File: config.mk
export PLATFORM = sky130hd
export DESIGN_NAME = afb_host
export DESIGN_NICKNAME = d
export VERILOG_FILES = /design/src/core/afb_pkg.sv /design/src/core/afb_host.sv
export SDC_FILE = /design/constraint.sdc
export NUM_CORES = 1
export LEC_CHECK = 0
export BUFFER_PORTS_ARGS = -buffer_cell sky130_fd_sc_hd__buf_4
export CAP_MARGIN = 20
export CORE_UTILIZATION = 54
export CTS_CLUSTER_SIZE = 20
export DETAILED_ROUTE_END_ITERATION = 8
export GPL_ROUTABILITY_DRIVEN = 0
export GPL_TIMING_DRIVEN = 0
export PLACE_DENSITY = 0.79
export SKIP_CTS_REPAIR_TIMING = 1
export SYNTH_ARGS = -nofsm -noshare
export SYNTH_HDL_FRONTEND = slang
export SYNTH_SLANG_ARGS = --single-unit
File: constraint.sdc
create_clock -name clk_sys -period 3.3 [get_ports clk_sys]
set_clock_uncertainty 0.1 [all_clocks]
set_input_delay 0.33 -clock clk_sys [delete_from_list [all_inputs] [get_ports clk_sys]]
set_output_delay 0.33 -clock clk_sys [all_outputs]
set_load 0.1 [all_outputs]
File: src/core/afb_pkg.sv
package afb_pkg;
    localparam int CLK_PERIOD_PS = 5000;
    // read and write timings per speed grade, in ns; the shared and reset times below are in ns, busy ready in us
    localparam int T_RC_NS_G0 = 55;
    localparam int T_RC_NS_G1 = 70;
    localparam int T_RC_NS_G2 = 90;
    localparam int T_OE_NS_G0 = 30;
    localparam int T_OE_NS_G1 = 30;
    localparam int T_OE_NS_G2 = 35;
    localparam int T_WP_NS_G0 = 30;
    localparam int T_WP_NS_G1 = 35;
    localparam int T_WP_NS_G2 = 45;
    localparam int T_WPH_NS = 20;
    localparam int T_OEH_POLL_NS = 10;
    localparam int T_RH_NS = 50;
    localparam int T_RP_NS = 500;
    localparam int T_READY_IDLE_NS = 500;
    localparam int T_READY_BUSY_US = 20;
    // least times round up, counts at least one cycle
    function automatic int cyc_min(input int ns);
        int c;
        c = (ns * 1000 + CLK_PERIOD_PS - 1) / CLK_PERIOD_PS;
        return (c < 1) ? 1 : c;
    endfunction
    localparam int RC_CYC_G2 = cyc_min(T_RC_NS_G2);
    localparam int OE_CYC_G2 = cyc_min(T_OE_NS_G2);
    localparam int WP_CYC_G2 = cyc_min(T_WP_NS_G2);
    localparam int WPH_CYC = cyc_min(T_WPH_NS);
    localparam int OEH_POLL_CYC = cyc_min(T_OEH_POLL_NS);
    localparam int RH_CYC = cyc_min(T_RH_NS);
    localparam int RP_CYC = cyc_min(T_RP_NS);
    localparam int READY_IDLE_CYC = cyc_min(T_READY_IDLE_NS);
    localparam int READY_BUSY_CYC = cyc_min(T_READY_BUSY_US * 1000);
    localparam int CNT_W = 13;
    typedef enum logic [2:0] {
        ST_IDLE = 3'b000,
        ST_RST = 3'b001,
        ST_RREC = 3'b011,
        ST_RD = 3'b010,
        ST_WR = 3'b110,
        ST_GAP = 3'b111
    } afb_state_e;
endpackage

File: src/core/afb_host.sv
`timescale 1ns/1ps
`default_nettype none
module afb_host #(
    parameter int ADDR_W = 18,
    parameter int RC_CYC = afb_pkg::RC_CYC_G2,
    parameter int OE_CYC = afb_pkg::OE_CYC_G2,
    parameter int WP_CYC = afb_pkg::WP_CYC_G2,
    parameter int READY_BUSY_CYC = afb_pkg::READY_BUSY_CYC
) (
    input wire logic clk_sys,
    input wire logic rst,
    input wire logic req_valid,
    output logic req_ready,
    input wire logic req_write,
    input wire logic req_poll,
    input wire logic [ADDR_W-1:0] req_addr,
    input wire logic [7:0] req_wdata,
    input wire logic reset_req,
    input wire logic reset_busy,
    output logic rsp_valid,
    output logic [7:0] rsp_rdata,
    output logic [ADDR_W-1:0] flash_addr,
    output logic flash_ce_n,
    output logic flash_oe_n,
    output logic flash_we_n,
    output logic flash_reset_n,
    input wire logic [7:0] flash_dq_i,
    output logic [7:0] flash_dq_o,
    output logic flash_dq_oe
);
    afb_pkg::afb_state_e st_q, st_d;
    logic [afb_pkg::CNT_W-1:0] cnt_q, cnt_d;
    logic [afb_pkg::CNT_W-1:0] rdy_q, rdy_d;
    logic poll_q, poll_d;
    logic wr_q, wr_d;
    logic busy_q, busy_d;
    logic [ADDR_W-1:0] addr_q, addr_d;
    logic [7:0] wdat_q, wdat_d, rdat_q, rdat_d;
    logic rv_q, rv_d;
    logic [7:0] dq_s1_q, dq_s2_q;
    // pin strobes, registered so that no decode glitch reaches the device
    logic ce_n_q, ce_n_d, oe_n_q, oe_n_d, we_n_q, we_n_d;
    logic rstn_q, rstn_d, dqoe_q, dqoe_d;

    // two stages on the data pins before anything samples them
    // the device drives them with no relation to this clock
    always_ff @(posedge clk_sys or posedge rst) begin
        if (rst) begin
            dq_s1_q <= 8'h00;
            dq_s2_q <= 8'h00;
        end else begin
            dq_s1_q <= flash_dq_i;
            dq_s2_q <= dq_s1_q;
        end
    end

    // sequencer for reset, read and write strobes
    // cnt_q times the phase in hand and the strobe-high time after a write;
    // rdy_q holds off new requests after a reset, so the device sees its recovery gaps
    // a reset request wins over a waiting transfer, but never cuts
    // a strobe already on the pins
    always_comb begin
        st_d = st_q;
        cnt_d = cnt_q;
        rdy_d = rdy_q;
        poll_d = poll_q;
        wr_d = wr_q;
        busy_d = busy_q;
        addr_d = addr_q;
        wdat_d = wdat_q;
        rdat_d = rdat_q;
        rv_d = 1'b0;
        if (cnt_q != '0) cnt_d = cnt_q - 1'b1;
        if (rdy_q != '0) rdy_d = rdy_q - 1'b1;
        case (st_q)
            afb_pkg::ST_IDLE: begin
                // reset first; new work once both hold-off counts are out
                if (reset_req) begin
                    st_d = afb_pkg::ST_RST;
                    busy_d = reset_busy;
                    cnt_d = afb_pkg::CNT_W'(afb_pkg::RP_CYC);
                end else if (req_valid && cnt_q == '0 && rdy_q == '0) begin
                    addr_d = req_addr;
                    wdat_d = req_wdata;
                    wr_d = req_write;
                    poll_d = req_poll;
                    if (req_write) begin
                        st_d = afb_pkg::ST_WR;
                        cnt_d = afb_pkg::CNT_W'(RC_CYC);
                    end else begin
                        st_d = afb_pkg::ST_RD;
                        // two sync stages delay the sample; two extra
                        // cycles keep it after the access time
                        cnt_d = afb_pkg::CNT_W'(RC_CYC + 2);
                    end
                end
            end
            afb_pkg::ST_RST: begin
                if (cnt_q == '0) begin
                    st_d = afb_pkg::ST_RREC;
                    // busy device needs longer to abort
                    cnt_d = busy_q ? afb_pkg::CNT_W'(READY_BUSY_CYC)
                        : afb_pkg::CNT_W'(afb_pkg::READY_IDLE_CYC);
                end
            end
            afb_pkg::ST_RREC: begin
                if (cnt_q == '0) begin
                    st_d = afb_pkg::ST_IDLE;
                    // reset stays released a while before the first read
                    rdy_d = afb_pkg::CNT_W'(afb_pkg::RH_CYC);
                end
            end
            afb_pkg::ST_RD: begin
                // oe window long enough for both access paths
                if (cnt_q == '0) begin
                    rdat_d = dq_s2_q;
                    rv_d = 1'b1;
                    st_d = afb_pkg::ST_GAP;
                    // polling reads need oe high between strobes
                    cnt_d = poll_q ? afb_pkg::CNT_W'(afb_pkg::OEH_POLL_CYC)
                        : afb_pkg::CNT_W'(1);
                end
            end
            afb_pkg::ST_WR: begin
                // strobe low for the pulse width; the cycle ends in the gap
                if (cnt_q == afb_pkg::CNT_W'(RC_CYC - WP_CYC)) begin
                    st_d = afb_pkg::ST_GAP;
                end
            end
            afb_pkg::ST_GAP: begin
                // a write spends the rest of its cycle count here, then
                // the strobe-high time is added before the next request
                if (cnt_q == '0) begin
                    st_d = afb_pkg::ST_IDLE;
                    if (wr_q) cnt_d = afb_pkg::CNT_W'(afb_pkg::WPH_CYC);
                end
            end
            default: st_d = afb_pkg::ST_IDLE;
        endcase
    end

    // strobes follow the next state, one register from the pins;
    // decoding st_q directly could pass through a write or read code
    // while several state bits change, a spurious strobe at the device
    always_comb begin
        ce_n_d = !(st_d == afb_pkg::ST_RD || st_d == afb_pkg::ST_WR);
        oe_n_d = (st_d != afb_pkg::ST_RD);
        we_n_d = (st_d != afb_pkg::ST_WR);
        rstn_d = (st_d != afb_pkg::ST_RST);
        dqoe_d = (st_d == afb_pkg::ST_WR);
    end

    always_ff @(posedge clk_sys or posedge rst) begin
        if (rst) begin
            ce_n_q <= 1'b1;
            oe_n_q <= 1'b1;
            we_n_q <= 1'b1;
            rstn_q <= 1'b1;
            dqoe_q <= 1'b0;
        end else begin
            ce_n_q <= ce_n_d;
            oe_n_q <= oe_n_d;
            we_n_q <= we_n_d;
            rstn_q <= rstn_d;
            dqoe_q <= dqoe_d;
        end
    end

    always_ff @(posedge clk_sys or posedge rst) begin
        if (rst) begin
            st_q <= afb_pkg::ST_IDLE;
            cnt_q <= '0;
            rdy_q <= afb_pkg::CNT_W'(afb_pkg::RH_CYC);
            poll_q <= 1'b0;
            wr_q <= 1'b0;
            busy_q <= 1'b0;
            addr_q <= '0;
            wdat_q <= 8'h00;
            rdat_q <= 8'h00;
            rv_q <= 1'b0;
        end else begin
            st_q <= st_d;
            cnt_q <= cnt_d;
            rdy_q <= rdy_d;
            poll_q <= poll_d;
            wr_q <= wr_d;
            busy_q <= busy_d;
            addr_q <= addr_d;
            wdat_q <= wdat_d;
            rdat_q <= rdat_d;
            rv_q <= rv_d;
        end
    end

    // pin drive; the request handshake is combinational,
    // every pin comes straight from a flip-flop
    assign req_ready = (st_q == afb_pkg::ST_IDLE) && !reset_req &&
        cnt_q == '0 && rdy_q == '0;
    assign rsp_valid = rv_q;
    assign rsp_rdata = rdat_q;
    assign flash_addr = addr_q;
    assign flash_reset_n = rstn_q;
    assign flash_ce_n = ce_n_q;
    assign flash_oe_n = oe_n_q;
    assign flash_we_n = we_n_q;
    assign flash_dq_o = wdat_q;
    assign flash_dq_oe = dqoe_q;
endmodule
`default_nettype wire

==> results.toml <==
[die]
die_x_um = 85.28
pin_count = 82
die_h_um = 85.28
start_util_pct = 57.34
die_area_um2 = 7272
core_um2 = 6531
std_cell_rows = 29

[power_and_ir_drop]
peakVddDrop_mv = 0.3084
seq_power_share_pct = 46.0
p_leak_nw = 2.348
power_density_nw_per_um2 = 648.4
power.internal_mw = 2.034
power_mw = 3.121
switching_share_pct = 34.83
clkPwrFrac_pct = 24.8
p_switching_mw = 1.087
combPwrFrac_pct = 29.2

[clock_tree]
cts_buffer_depth = 2
worstSkewPairLatency_ns = 0.35
path_clk_slew_ns = 0.09
cts_tree = "built"
cts_buffers = 9
cts_sinks = 88
ctsHtreeMaxLevel = 3
cts-root-buf = "clkbuf_8"

[logic_synthesis]
synth_common_cells = "dfrtp_1, nand2_1, mux2_2, nor2_1, a21oi_1"
synth.yosys.seq_area_share_pct = 59.00
synth_edf_count = 0
syn-instance-count = 321
synth.cell_area_um2 = 3745
ys_ff_latch = 88
synth.most_common_cell = "dfrtp_1"
synth_nets = 366
yosysWarnings = 0
yosys.area.top_type_share_pct = 54.79
ys_async_sr_fraction_pct = 100.0
synth_area_leader_cell = "dfrtp_1"
ys_top_cells_by_area = "dfrtp_1, mux2_2, dfstp_2"
synth_cell_type_count = 51
avgSynthCellArea_um2 = 11.67
synth_ff_type = "dfrtp_1"

[timing]
hold_violations = 0
slew_headroom_pct = 33.78
max_freq_mhz = 314.6
finalCritPeriodShare_pct = 96.32
rsz0062_at_grt = "true"
tightest_slew_ns = 0.9842
finalSetupViolCount = 0
slew_violations = 0
setup_tns_ns = 0
period_minus_slack_ns = 3.179
layout_setup_ws_ns = 0.1214

[setup_path]
critPathRequiredTime_ns = 2.87
worst-path-buf-inv = 4
critPathLaunch = "cnt_q[0]$_DFF_PP0_"
cp_slowest_stage_delay_ns = 0.41
critPathArrivalTime_ns = 2.75
timing.rr.end = "cnt_q[8]$_DFF_PP0_"
end_kind = "output pin"
crit_family = "simple AND/OR/NAND/NOR gates"
rr_startpoint = "cnt_q[0]$_DFF_PP0_"
cp-start-kind = "register"
crit_chain = "inv_1 -> ha_1 -> or3b_1 -> clkbuf_1 -> nor4_4 -> clkbuf_4 -> and3_1 -> buf_6"
r2r_setup_slack_ns = 0.19
cp_slowest_cell = "dfrtp_1"
cp_num_cells = 8
setup.worst_path.end = "req_ready"
critPathKind = "register to output pin"
reg2reg_depth = 9
crit_path_max_fanout = 10

[final_layout]
nets = 469
drive_gt1_share_pct = 35.20
diodes = 0
final_util_pct = 73.70
area_growth_pct = 28.53
fillerInstances = 440
finalInstanceArea_um2 = 4813

[global_routing]
grtUsageTotal_pct = 23.24
grt_max_degree = 66
antenna_found_initial = 0
grt_overflow_total = 0
grt_pass1_wl_um = 13090
first_global_vias = 2766

[drt]
vias = 2786
vias_per_cell = 5.506
wl_per_cell_um = 16.06
remaining_drc_errors = 0
first_iter_violations = 133
firstDrtPassIters = 5
drtAntennaViolNets = 0
totalWireLength_um = 8125

[job]
maxCapViolCount = 0

[placement]
dp_hpwl_um = 5588
place_ws_ns = 0.08145
numPortBuffers = 81
place_area_um2 = 4479

[min_path]
hold_class = "input pin to register"

[outcome]
outcome = "finished, final reports clean"
-- metal layers --
| layer | GRT usage [%] | up-vias | share of wire [%] |
|---|---|---|---|
| met5 | 0 | - | 0 |
| met4 | 10.30 | 0 | 1.9 |
| met3 | 5.545 | 14 | 5.5 |
| met2 | 38.93 | 78 | 51 |
| met1 | 28.89 | 1360 | 41 |
| li1 | - | 1334 | - |
-- placed cells by master (no fill, tap or decap), types with 4 or more instances in the layout --
master / n
nand3_1: 4
dlygate4sd3_1: 9
xor2_1: 7
o211ai_1: 4
nor2_1: 21
nor4_1: 8
nand2b_1: 4
a21oi_1: 14
dfstp_2: 6
clkbuf_8: 10
dfrtp_1: 82
buf_4: 81
and3_1: 4
o21ai_0: 5
nand2_1: 33
mux2_2: 29
ha_1: 4
or3_1: 4
nor3_1: 10
xnor2_1: 9
inv_1: 10
clkbuf_1: 8
-- worst register-to-register path, delay by kind of cell, from the launching register on --
| kind | cells | cell delay, ns |
|---|---|---|
| simple gates | 3 | 1.31 |
| flops | 1 | 0.41 |
| buf+inv | 3 | 0.39 |
| fa+ha+maj | 1 | 0.21 |
| compound gates | 2 | 0.55 |
-- final cells by class --
class,instances,area [µm²],area share [%]
Sequential cell,88,2210,45.91
Multi-Input combinational cell,207,1450,30.13
Timing Repair Buffer,92,737.0,15.31
Clock buffer,10,137.6,2.859
Tap cell,77,96.34,2.002
Clock inverter,6,73.82,1.534
Buffer,14,61.31,1.274
Inverter,12,47.55,0.9878
-- flip-flops by register name, indices dropped and copies added (netlist names) --
name / cells
flash_addr: 18
cnt_q: 13
rdy_q: 13
dq_s1_q: 8
dq_s2_q: 8
flash_dq_o: 8
rsp_rdata: 8
st_q: 3
busy_q: 1
flash_ce_n: 1
flash_dq_oe: 1
flash_oe_n: 1
flash_reset_n: 1
flash_we_n: 1
poll_q: 1
rsp_valid: 1
wr_q: 1
-- kinds of logic after synthesis --
kind of cell | Yosys count | synth area share [%]
DFF | 88 | 59.00
and+or+nand+nor | 115 | 16.64
adders and majority gates | 4 | 1.337
xor gates and xnor gates | 16 | 3.742
AOI/OAI and AO/OA | 41 | 7.317
muxes | 31 | 9.255
buffers and inverters | 26 | 2.706
-- power by group through the flow --
stage	combinational, mW	clock [mW]	sequential [mW]
floorplan	0.649	0	1.46
global placement	0.854	0	1.44
detailed placement	0.883	0	1.45
CTS	0.889	0.794	1.43
global route	1.02	0.834	1.46
finish	0.910	0.775	1.44
-- worst min-delay path by stage --
stage                                     from                         to  slack, ns  depth (start not counted)
after floorplan           dq_s1_q[0]$_DFF_PP0_       dq_s2_q[0]$_DFF_PP0_       0.23                          0
after global placement    dq_s1_q[4]$_DFF_PP0_       dq_s2_q[4]$_DFF_PP0_       0.23                          0
after detailed placement                   rst       dq_s1_q[2]$_DFF_PP0_       0.22                          2
after CTS                                  rst       dq_s1_q[2]$_DFF_PP0_      -0.18                          2
after global routing               req_addr[5]  flash_addr[5]$_DFFE_PP0P_       0.09                          2
final                             req_wdata[2]  flash_dq_o[2]$_DFFE_PP0P_       0.10                          2
-- metrics by stage --
step / hold slack (ns) / instances
4_1_cts: -0.1775 / 496
6_report: 0.1018 / 506
3_5_place_dp: 0.2202 / 480
5_1_grt: 0.08866 / 506
3_3_place_gp: 0.2312 / 479
2_1_floorplan: 0.2312 / 321
No activity file was read; power rests on OpenSTA's default activity.
